**config.mk**
```make
export PLATFORM = sky130hd
export DESIGN_NAME = psd_string_dimmer
export DESIGN_NICKNAME = d
export VERILOG_FILES = /design/src/rtl/psd_pkg.sv /design/src/rtl/psd_step_div.sv /design/src/rtl/psd_string_dimmer.sv
export SDC_FILE = /design/constraint.sdc
export NUM_CORES = 2
export LEC_CHECK = 0
export ABC_AREA = 1
export BUFFER_PORTS_ARGS = -buffer_cell sky130_fd_sc_hd__buf_2
export CORE_MARGIN = 5
export CORE_UTILIZATION = 40
export DETAILED_ROUTE_END_ITERATION = 6
export HOLD_SLACK_MARGIN = 0.12
export PLACE_DENSITY = 0.6
export SETUP_SLACK_MARGIN = 0.5
export SYNTH_ARGS = -nofsm -noshare
export SYNTH_HDL_FRONTEND = slang
export SYNTH_SLANG_ARGS = --single-unit
```
**constraint.sdc**
```tcl
create_clock -name core_clk -period 7.5 [get_ports core_clk]
set_clock_uncertainty 0.05 [all_clocks]
set_input_delay 0.75 -clock core_clk [delete_from_list [all_inputs] [get_ports core_clk]]
set_output_delay 0.75 -clock core_clk [all_outputs]
set_load 0.1 [all_outputs]
```
**src/rtl/psd_pkg.sv**
```systemverilog
// Purpose: shared constants and types of the phase shifted string dimmer
// Assumes: core_clk at 200 MHz, one clock domain
// Notes:   counts are in core_clk cycles
//
// Overview of operation
// - Every enabled string output copies the frequency and duty of the dimming input, each string starting at an evenly spaced offset within the period.
// - When fault handling disables strings, the offsets are recomputed so only the remaining enabled strings share the even spacing.
// - In two-input mode the frequency and stagger timing come from the sync input and the duty from the dimming input.
// - Frequency and duty may instead come from internally held settings rather than from the pins.
// - With staggerEn set staggering is on, with offsets derived from the enabled string count and the present frequency.
package psd_pkg;

    localparam int unsigned CLK_FREQ_HZ     = 200_000_000;
    localparam int unsigned MIN_DIM_FREQ_HZ = 20;
    localparam int unsigned MAX_DIM_FREQ_HZ = 50_000;
    // longest legal period; beyond it the frequency source counts as lost
    localparam int unsigned LOST_CYC        = CLK_FREQ_HZ / MIN_DIM_FREQ_HZ;
    localparam int unsigned SHORT_CYC       = CLK_FREQ_HZ / MAX_DIM_FREQ_HZ;
    localparam int unsigned CNT_W           = 24;
    localparam int unsigned NUM_STR_DEF     = 8;

    localparam logic [CNT_W-1:0] CNT_ZERO = 24'h000000;
    localparam logic [CNT_W-1:0] CNT_ONE  = 24'h000001;

    // mode switches, plus the period and high time that replace the pins when regMode is set
    typedef struct packed {
        logic             regMode;
        logic             syncMode;
        logic             staggerEn;
        logic [CNT_W-1:0] regPeriod;
        logic [CNT_W-1:0] regHigh;
    } psd_cfg_t;

endpackage : psd_pkg

```
**src/rtl/psd_step_div.sv**
```systemverilog
// Purpose: restoring divider giving the stagger step, period over string count
// Assumes: start is honoured only while idle
// Notes:   one quotient bit per cycle
`timescale 1ns/1ps
module psd_step_div
    import psd_pkg::*;
#(
    parameter int unsigned NW = 4
) (
    input  wire logic             core_clk,
    input  wire logic             rst_b,
    input  wire logic             start,
    input  wire logic [CNT_W-1:0] num,
    input  wire logic [NW-1:0]    den,
    output logic                  busy,
    output logic [CNT_W-1:0]      quo
);

    // the bit index is five bits wide, and the count must fit below the dividend width
    if (NW < 1 || NW >= CNT_W || CNT_W > 32) begin : g_chk
        $error("psd_step_div: unsupported parameter values");
    end

    typedef struct packed {
        logic             busy;
        logic [4:0]       bitIdx;
        logic [CNT_W-1:0] dividend;
        logic [CNT_W:0]   rem;
        logic [CNT_W-1:0] acc;
        logic [CNT_W-1:0] quo;
    } psd_div_st_t;

    psd_div_st_t st_q, st_d;
    logic [CNT_W:0] trial;

    always_comb begin
        st_d  = st_q;
        trial = {st_q.rem[CNT_W-1:0], st_q.dividend[CNT_W-1]};
        if (!st_q.busy) begin
            if (start && den != '0) begin
                st_d.busy     = 1'b1;
                st_d.bitIdx   = 5'(CNT_W - 1);
                st_d.dividend = num;
                st_d.rem      = '0;
                st_d.acc      = '0;
            end
        end else begin
            st_d.dividend = {st_q.dividend[CNT_W-2:0], 1'b0};
            if (trial >= (CNT_W+1)'(den)) begin
                st_d.rem = trial - (CNT_W+1)'(den);
                st_d.acc = {st_q.acc[CNT_W-2:0], 1'b1};
            end else begin
                st_d.rem = trial;
                st_d.acc = {st_q.acc[CNT_W-2:0], 1'b0};
            end
            if (st_q.bitIdx == '0) begin
                st_d.busy = 1'b0;
                st_d.quo  = st_d.acc;
            end else begin
                st_d.bitIdx = st_q.bitIdx - 5'h01;
            end
        end
    end

    always_ff @(posedge core_clk or negedge rst_b) begin
        if (!rst_b) begin
            st_q <= '0;
        end else begin
            st_q <= st_d;
        end
    end

    assign busy = st_q.busy;
    assign quo  = st_q.quo;

endmodule : psd_step_div

```
**src/rtl/psd_string_dimmer.sv**
```systemverilog
// Purpose: per-string dimming pulse trains with even phase stagger
// Assumes: pins dimIn and syncIn are asynchronous; stringEn comes from fault logic on core_clk
// Notes:   period and high time are measured over one period and applied to the next
`timescale 1ns/1ps
module psd_string_dimmer
    import psd_pkg::*;
#(
    parameter int unsigned NUM_STR  = NUM_STR_DEF,
    parameter int unsigned LOST_MAX = LOST_CYC
) (
    input  wire logic               core_clk,
    input  wire logic               rst_b,
    input  wire logic               dimIn,
    input  wire logic               syncIn,
    input  wire logic [NUM_STR-1:0] stringEn,
    input  wire psd_cfg_t           cfg,
    output logic [NUM_STR-1:0]      dimOut,
    output logic                    freqLost
);

    localparam int unsigned NW = $clog2(NUM_STR + 1);

    if (NUM_STR < 1 || NUM_STR > 16 || LOST_MAX < 2 || LOST_MAX >= (1 << CNT_W)) begin : g_chk
        $error("psd_string_dimmer: unsupported parameter values");
    end

    typedef struct packed {
        logic [1:0]         dimSy;
        logic [1:0]         syncSy;
        logic               freqSrcLast;
        logic [CNT_W-1:0]   phase;
        logic [CNT_W-1:0]   hiAcc;
        logic [CNT_W-1:0]   period;
        logic [CNT_W-1:0]   high;
        logic [CNT_W-1:0]   step;
        logic               lost;
        logic [NUM_STR-1:0] out;
    } psd_st_t;

    psd_st_t            st_q, st_d;
    logic               divBusy;
    logic [CNT_W-1:0]   divQuo;
    logic [NW-1:0]      enCnt;
    wire  [NW-1:0]      rankChain [NUM_STR+1];
    wire  [NUM_STR-1:0] strOn;

    ////////////////////////////////////////////////////////////////////////////////////////////////
    // running count of enabled strings: each string's slot, and the total at the end
    assign rankChain[0] = '0;

    for (genvar k = 0; k < NUM_STR; k++) begin : g_rank
        assign rankChain[k+1] = rankChain[k] + NW'(stringEn[k]);
    end

    assign enCnt = rankChain[NUM_STR];

    // keeps recomputing, so a change of enables or period shows within a few dozen cycles
    psd_step_div #(
        .NW (NW)
    ) u_step_div (
        .core_clk (core_clk),
        .rst_b    (rst_b),
        .start    (!divBusy),
        .num      (st_q.period),
        .den      (enCnt),
        .busy     (divBusy),
        .quo      (divQuo)
    );

    ////////////////////////////////////////////////////////////////////////////////////////////////
    // frequency source, edge and level helpers
    logic             dimLvl;
    logic             freqSrc;
    logic             freqEdge;
    logic             regWrap;
    logic             atLimit;
    logic [CNT_W-1:0] phaseNext;
    logic [CNT_W-1:0] hiNext;
    logic [CNT_W-1:0] effHigh;
    logic             holdLevel;

    // only the second stage of each synchroniser is read
    assign dimLvl    = st_q.dimSy[1];
    assign freqSrc   = cfg.syncMode ? st_q.syncSy[1] : dimLvl;
    assign phaseNext = st_q.phase + CNT_ONE;
    // register mode makes its own period edge from the phase counter
    assign regWrap   = (phaseNext >= cfg.regPeriod);
    assign freqEdge  = cfg.regMode ? regWrap : (freqSrc && !st_q.freqSrcLast);
    // no edge within the longest legal period: the source counts as lost
    assign atLimit   = (phaseNext >= CNT_W'(LOST_MAX));
    // the edge cycle of a pulse is counted in the period that it closes
    assign hiNext    = dimLvl ? st_q.hiAcc + CNT_ONE : st_q.hiAcc;
    // a high time beyond the period means fully on
    assign effHigh   = (st_q.high > st_q.period) ? st_q.period : st_q.high;
    // with no usable edges, enabled strings follow the level: off at 0 %, on at 100 %
    assign holdLevel = st_q.lost && !cfg.regMode;

    ////////////////////////////////////////////////////////////////////////////////////////////////
    // period and high time measurement, stagger step and output register
    always_comb begin
        st_d             = st_q;
        st_d.dimSy       = {st_q.dimSy[0], dimIn};
        st_d.syncSy      = {st_q.syncSy[0], syncIn};
        st_d.freqSrcLast = freqSrc;
        if (freqEdge) begin
            st_d.phase = CNT_ZERO;
            st_d.hiAcc = CNT_ZERO;
            st_d.lost  = 1'b0;
            if (cfg.regMode) begin
                st_d.period = cfg.regPeriod;
                st_d.high   = cfg.regHigh;
            end else begin
                st_d.period = phaseNext;
                st_d.high   = hiNext;
            end
        end else begin
            st_d.hiAcc = hiNext;
            if (atLimit) begin
                st_d.lost = 1'b1;
            end else begin
                st_d.phase = phaseNext;
            end
        end
        // the step is taken only while the divider holds a finished quotient
        if (!divBusy) begin
            st_d.step = divQuo;
        end
        st_d.out = strOn;
    end

    ////////////////////////////////////////////////////////////////////////////////////////////////
    // per-string start offset and pulse
    for (genvar k = 0; k < NUM_STR; k++) begin : g_str
        logic [CNT_W-1:0] offs;
        logic [CNT_W-1:0] diff;

        // slot among the enabled strings times the step; all start together without stagger
        assign offs = cfg.staggerEn ? CNT_W'(st_q.step * rankChain[k]) : CNT_ZERO;
        // distance from this string's own start, wrapped into the period
        assign diff = (st_q.phase >= offs) ? st_q.phase - offs
                                           : st_q.phase + st_q.period - offs;
        // a disabled string stays dark whatever the source does
        assign strOn[k] = stringEn[k] && (holdLevel ? dimLvl : (diff < effHigh));
    end

    always_ff @(posedge core_clk or negedge rst_b) begin
        if (!rst_b) begin
            st_q <= '0;
        end else begin
            st_q <= st_d;
        end
    end

    assign dimOut   = st_q.out;
    assign freqLost = st_q.lost;

endmodule : psd_string_dimmer

```
# --- Yosys cells after proc, flatten, opt, wreduce, memory -nomap -nowiden ---
# Cells that the tools add are included.
word_totals:
  regBits: 235
  latchBits: 0
  mem_bits_rw: 0
  mem_bits_ro: 0
  inputBits: 63
  output_inout_bits: 9
  word_cells: 128
  mem_count: 0
op_classes:
  n_addsub: 26
  multipliers: 7
  div_mod_pow: 0
  order_cmp: 20
  eq_ne: 2
  n_shift: 0
  mux: 37
  bitwise: 0
  n_reduce_logical: 20
op_table:
  columns: ["cell", "n"]
  rows:
  - ["$mux W24", 18]
  - ["$sub A24 B24 Y24", 14]
  - ["$ge A24 B24 Y1", 8]
  - ["$lt A24 B24 Y1", 8]
  - ["$mux W79", 2]
  - ["$mul A24 B4 Y24", 4]
  - ["$mux W48", 2]
  - ["$mux W49", 1]
  - ["$add A24 B1 Y24 const B", 2]
  - ["$ge A25 B4 Y1", 1]
  - ["$sub A25 B4 Y25", 1]
  - ["$add A24 B24 Y24", 1]
  - ["$ge A24 B1 Y1 const B", 1]
  - ["$ge A24 B24 Y1 const B", 1]
  - ["$gt A24 B24 Y1", 1]
  - ["$mul A24 B1 Y24", 1]
  - ["$mul A24 B2 Y24", 1]
  - ["$mul A24 B3 Y24", 1]
  - ["$add A4 B1 Y4", 4]
  - ["$mux W1", 13]
  - ["$logic_and A1 B1 Y1", 11]
  - ["$logic_not A5 Y1", 1]
  - ["$mux W5", 1]
  - ["$sub A5 B1 Y5 const B", 1]
  - ["8 further kinds", 13]

# --- Longest topological paths before layout ---
logic_depth:
  depth_word: 13
  depth_mapped: 55
  ltp_nobuf: 54

# --- Hierarchy ---
# Synthesis repeated with hierarchy kept, for this count alone.
unflattened:
  cells_unflattened: 7751
  hier_area_um2: 50105.6
by_module_without_submodules:
  columns: ["module", "instances", "cells_each", "area_per_inst_um2", "seq_area_each_um2"]
  rows:
  - ["psd_string_dimmer", 1, 7120, 44873.0, 3353.2]
  - ["psd_step_div", 1, 631, 5232.5, 2527.4]

# --- Worst setup path before layout ---
# OpenSTA, ideal clock, no wires.
synth_timing:
  path_kind: "in2reg"
  startpoint: "in stringEn[0]"
  endpoint: "reg st_q (netlist bit dimOut[7])"
  setup_ps: 126
  arrival_ps: 8889
  required_ps: 7324
  setup_slack_ps: -1565
  cell_stages: 44
  n_path_buf: 3
  cell_sequence: "fa_1 > ha_1 > fa_1 > ha_1 > ha_1 > ha_1 > clkbuf_1 > nand2_1 > fa_1 > fa_1 > inv_1 > ha_1 > a21oi_1 > nand2_1 > nand2_1 > nand2_1 > a21oi_1 > inv_1 > [8 not listed] > nor2_1 > nand2_1 > nor2_1 > nand2_1 > nand3_1 > clkbuf_1 > inv_1 > clkbuf_1 > mux2i_1 > ha_1 > a21oi_1 > o21ai_0 > a21oi_1 > or2_2 > a31oi_1 > a211oi_1 > nand2_1 > a21oi_1"
synth_lines:
  columns: ["item", "line", "rtl"]
  rows:
  - ["start, declared", "psd_string_dimmer.sv:15", "input wire logic [NUM_STR-1:0] stringEn,"]
  - ["end signal, assigned", "psd_string_dimmer.sv:150", "st_q <= st_d;"]
  - ["end, declared", "psd_string_dimmer.sv:40", "psd_st_t st_q, st_d;"]

==> summary.txt <==
Outcome
  – Outcome: finished with violations
  – Violated checks: design-rule violations, negative setup slack

Timing
  – Min Tclk post-route: roughly 8.5 ns
  – Period utilization: 113%
  – Worst-Margin Slew: about 1.2 ns
  – Final setup vio count: 4
  – Final Hold Violating Endpoints: 0
  – Worst setup margin: -0.966 ns
  – Max Fclk: 0.118 GHz
  – Final setup TNS: -3.63 ns
  – RSZ-0062 raised after global routing: yes
  – Worst slew margin: 16.4%
  – Max-slew violations: 0

Worst setup path
  – CP Class: in -> reg
  – R2R cell count: 38
  – FF-to-FF Start: st_q[15]
  – Max FO, Critical Path: 12
  – Critical Path RT: between 8 and 9 ns
  – Slowest stage delay, CP: 0.73 ns
  – R2R setup slack: 0.61 ns
  – Crit start category: input port
  – Critical path arrival: 8.98 ns
  – Reg2reg end: dimOut[5]
  – Slowest CP cell: fa_2
  – Crit path top cell by count: nand2_1
  – Crit path capture type: register

Detailed routing
  – Routed wire length per instance: 21.6 µm
  – DR vias: 57,800
  – Vias per inst: around 5.5
  – Final WL: roughly 230,000 µm
  – Initial DRC count: 5,710
  – DRC: 1
  – Post-route ant nets: 0
  – DR pass1 iterations: 6

Floorplan
  – Initial Util: 40.2%
  – Die W: between 300 and 400 µm
  – Core ar.: 0.123 mm²
  – Die Footprint: 0.131 mm²
  – Die height: around 360 µm
  – Site Rows: approximately 130
  – I/O pin cnt: 72

CTS
  – CTS root buffer: clkbuf_16
  – Max H-tree Level: 1
  – Cts bufs inserted: 30
  – Worst-path clk slew: around 0.080 ns
  – Clock sink count: 235
  – Clock buffer depth: 3
  – Clk Latency, worst-skew pair: 0.64 ns
  – TritonCTS clock tree: done

Power and ir drop
  – Leak: around 0.035 µW
  – Total power: around 33,000 µW
  – Switching power: between 15,000 and 20,000 µW
  – Clock group share of total power: approximately 4.6%
  – Comb power frac: between 80% and 90%
  – Worst IR Drop VDD: ~0.00046 V
  – PwrDens: slightly above 500 mW/mm²
  – Sw Ratio: between 50 and 60%
  – P_int: ~15,000 µW
  – Reg power frac: approximately 6%

Placement
  – Post-DP HPWL: between 150,000 and 200,000 µm
  – Port bufs: 71
  – Cell area after placement: 0.0610 mm²
  – GPL Wtd Cong: around 1

GRT
  – Total global routing overflow: 0
  – Global Route met3 Usage: under 10%
  – GRT Util Overall: 33.2%
  – Global routing met2 resource utilization: between 50% and 60%
  – GR peak layer: met2
  – First-pass GRT wire length: about 330,000 µm
  – Met1 GRT Util: between 40% and 50%
  – Largest net degree at the start of global routing: 139
  – Vias in the first global route: 55,100
  – Initial antenna violation count: 27

Synthesis
  – Seq cells post-synth: 235
  – Synthesized area: slightly below 0.05 mm²
  – FFs w/ async S/R, synth: 100%
  – Post-synth EDFFs: 0
  – Post-synthesis sequential area ratio: between 10% and 20%
  – Main synth FF type: dfrtp_1
  – Synth warn: 0
  – Syn_nets: about 8,700
  – Syn Area/Cell: 6.49 µm²
  – Post-Synthesis Cells: between 7,000 and 8,000
  – Synth cell types: a little over 70

Final layout
  – Final instance area: between 0.06 and 0.07 mm²
  – Share of layout cells above drive strength 1: between 20% and 30%
  – Synth-to-Final Area Change: 28.5%
  – Nets: just under 10,000
  – Leading cell type in the layout, fill and taps excluded: nand2_1
  – Most frequent cells in the layout: nand2_1 (1,871), buf_4 (1,251), inv_1 (1,138)

Worst hold path
  – Hold Crit Class: in -> async

Job
  – Max Cap Viol: 0
## how the worst max path moves through the flow
| stage | slack, ns | start | cells past startpoint | endpoint |
|---|---|---|---|---|
| 2_1_floorplan | -0.71 | stringEn[2] | 45 | dimOut[7] |
| 3_3_place_gp | -2.10 | stringEn[2] | 47 | dimOut[5] |
| 3_5_place_dp | -2.07 | stringEn[2] | 47 | dimOut[5] |
| 4_1_cts | -0.77 | stringEn[0] | 50 | dimOut[7] |
| 5_1_grt | -1.43 | stringEn[2] | 51 | dimOut[7] |
| 6_report | -0.97 | stringEn[2] | 53 | dimOut[7] |
## metal layers
metal	share of wire (%)	vias up	wire, µm
met1	41	26900	92700
met4	6.6	8	15000
li1	-	27700	-
met5	0.018	-	41
met2	43	2505	96600
met3	9.7	656	21900
## through the flow
step / setup WS, ns / util (%) / hold slack (ns) / instances
2_1_floorplan: -0.713 / - / 0.281 / 7644
3_3_place_gp: -2.10 / 49.4 / 0.283 / 10400
3_5_place_dp: -2.07 / 49.4 / 0.286 / 10400
4_1_cts: -0.769 / 51.1 / 0.140 / 10500
5_1_grt: -1.43 / 51.6 / 0.167 / 10500
6_report: -0.966 / 51.7 / 0.0959 / 10500
## sequential cells by signal, indices dropped and copies added, names as in the netlist
register	count
u_step_div.quo	24
dimOut	8
st_q	122
st_d	2
u_step_div.st_q	76
u_step_div.busy	1
freqLost	1
dimLvl	1
## critical path: cells and delay by family
family          cells  cell delay [ns]
fa+ha+maj           9             3.51
simple gates       18             1.74
compound gates     13             1.64
buf+inv            13             1.33
## synth_stat cells, types with 5 or more instances
cell type | count | area [µm²]
nand2_1 | 1893 | 7110
inv_1 | 1151 | 4320
a21oi_1 | 788 | 3940
ha_1 | 744 | 9310
o21ai_0 | 643 | 3220
nor2_1 | 496 | 1860
nand3_1 | 319 | 1600
dfrtp_1 | 235 | 5880
fa_1 | 205 | 4100
xor2_1 | 158 | 1380
clkbuf_1 | 151 | 567
nand4_1 | 101 | 632
xnor2_1 | 99 | 867
nor3_1 | 73 | 365
or2_2 | 65 | 407
nor4_1 | 49 | 307
a21o_1 | 43 | 323
a31oi_1 | 43 | 269
mux2i_1 | 34 | 340
o21bai_1 | 32 | 240
o211ai_1 | 28 | 210
a211oi_1 | 23 | 173
o22ai_1 | 23 | 144
buf_4 | 19 | 143
o21a_1 | 19 | 143
buf_1 | 15 | 56.3
o221ai_1 | 15 | 131
a21boi_0 | 13 | 97.6
o211ai_2 | 12 | 150
o21ai_1 | 12 | 60.1
nand2_2 | 11 | 68.8
inv_2 | 10 | 37.5
o22ai_2 | 10 | 125
o31ai_1 | 9 | 67.6
buf_2 | 8 | 40.0
o211a_1 | 8 | 80.1
a31o_2 | 7 | 61.3
buf_6 | 7 | 78.8
nand3b_1 | 6 | 45.0
a221oi_1 | 5 | 43.8
a22oi_1 | 5 | 37.5
a32o_1 | 5 | 50.1
nor2_4 | 5 | 56.3
## layout make-up
cell class / instances / area [µm²]
multi-input combinational: 6039 / 40200
clock buffer: 36 / 823
sequential: 235 / 5890
timing repair buffer: 1349 / 10200
antenna: 13 / 32.5
tap: 1637 / 2050
fill: 12400 / 59700
clock inverter: 19 / 173
inverter: 1167 / 4410
## power by group through the flow
stage | logic (µW) | clock network, µW | registers, µW
3_3_place_gp | 26900 | 0 | 1970
3_5_place_dp | 27300 | 0 | 1970
6_report | 29100 | 1490 | 1960
5_1_grt | 32000 | 1570 | 2010
2_1_floorplan | 16000 | 0 | 1820
4_1_cts | 28100 | 1520 | 1960
## logic make-up after synthesis
logic type | count (synthesis) | synth area share [%]
AOI/OAI and AO/OA | 1748 | 19.4
xor gates and xnor gates | 262 | 4.74
adders and majority gates | 949 | 27.0
buffers and inverters | 1370 | 10.7
DFF | 235 | 11.8
muxes | 34 | 0.686
and+or+nand+nor | 3046 | 25.7
## repair_timing
| action | CTS | global route |
|---|---|---|
| pin swaps | 63 | 33 |
| hold buffers | 0 | 0 |
| cloned | 0 | 1 |
| buffers inserted | 19 | 18 |
| gates resized for setup | 206 | 137 |
| setup endpoints to repair | 5 | 7 |
Power figures use the tool's default switching activity.
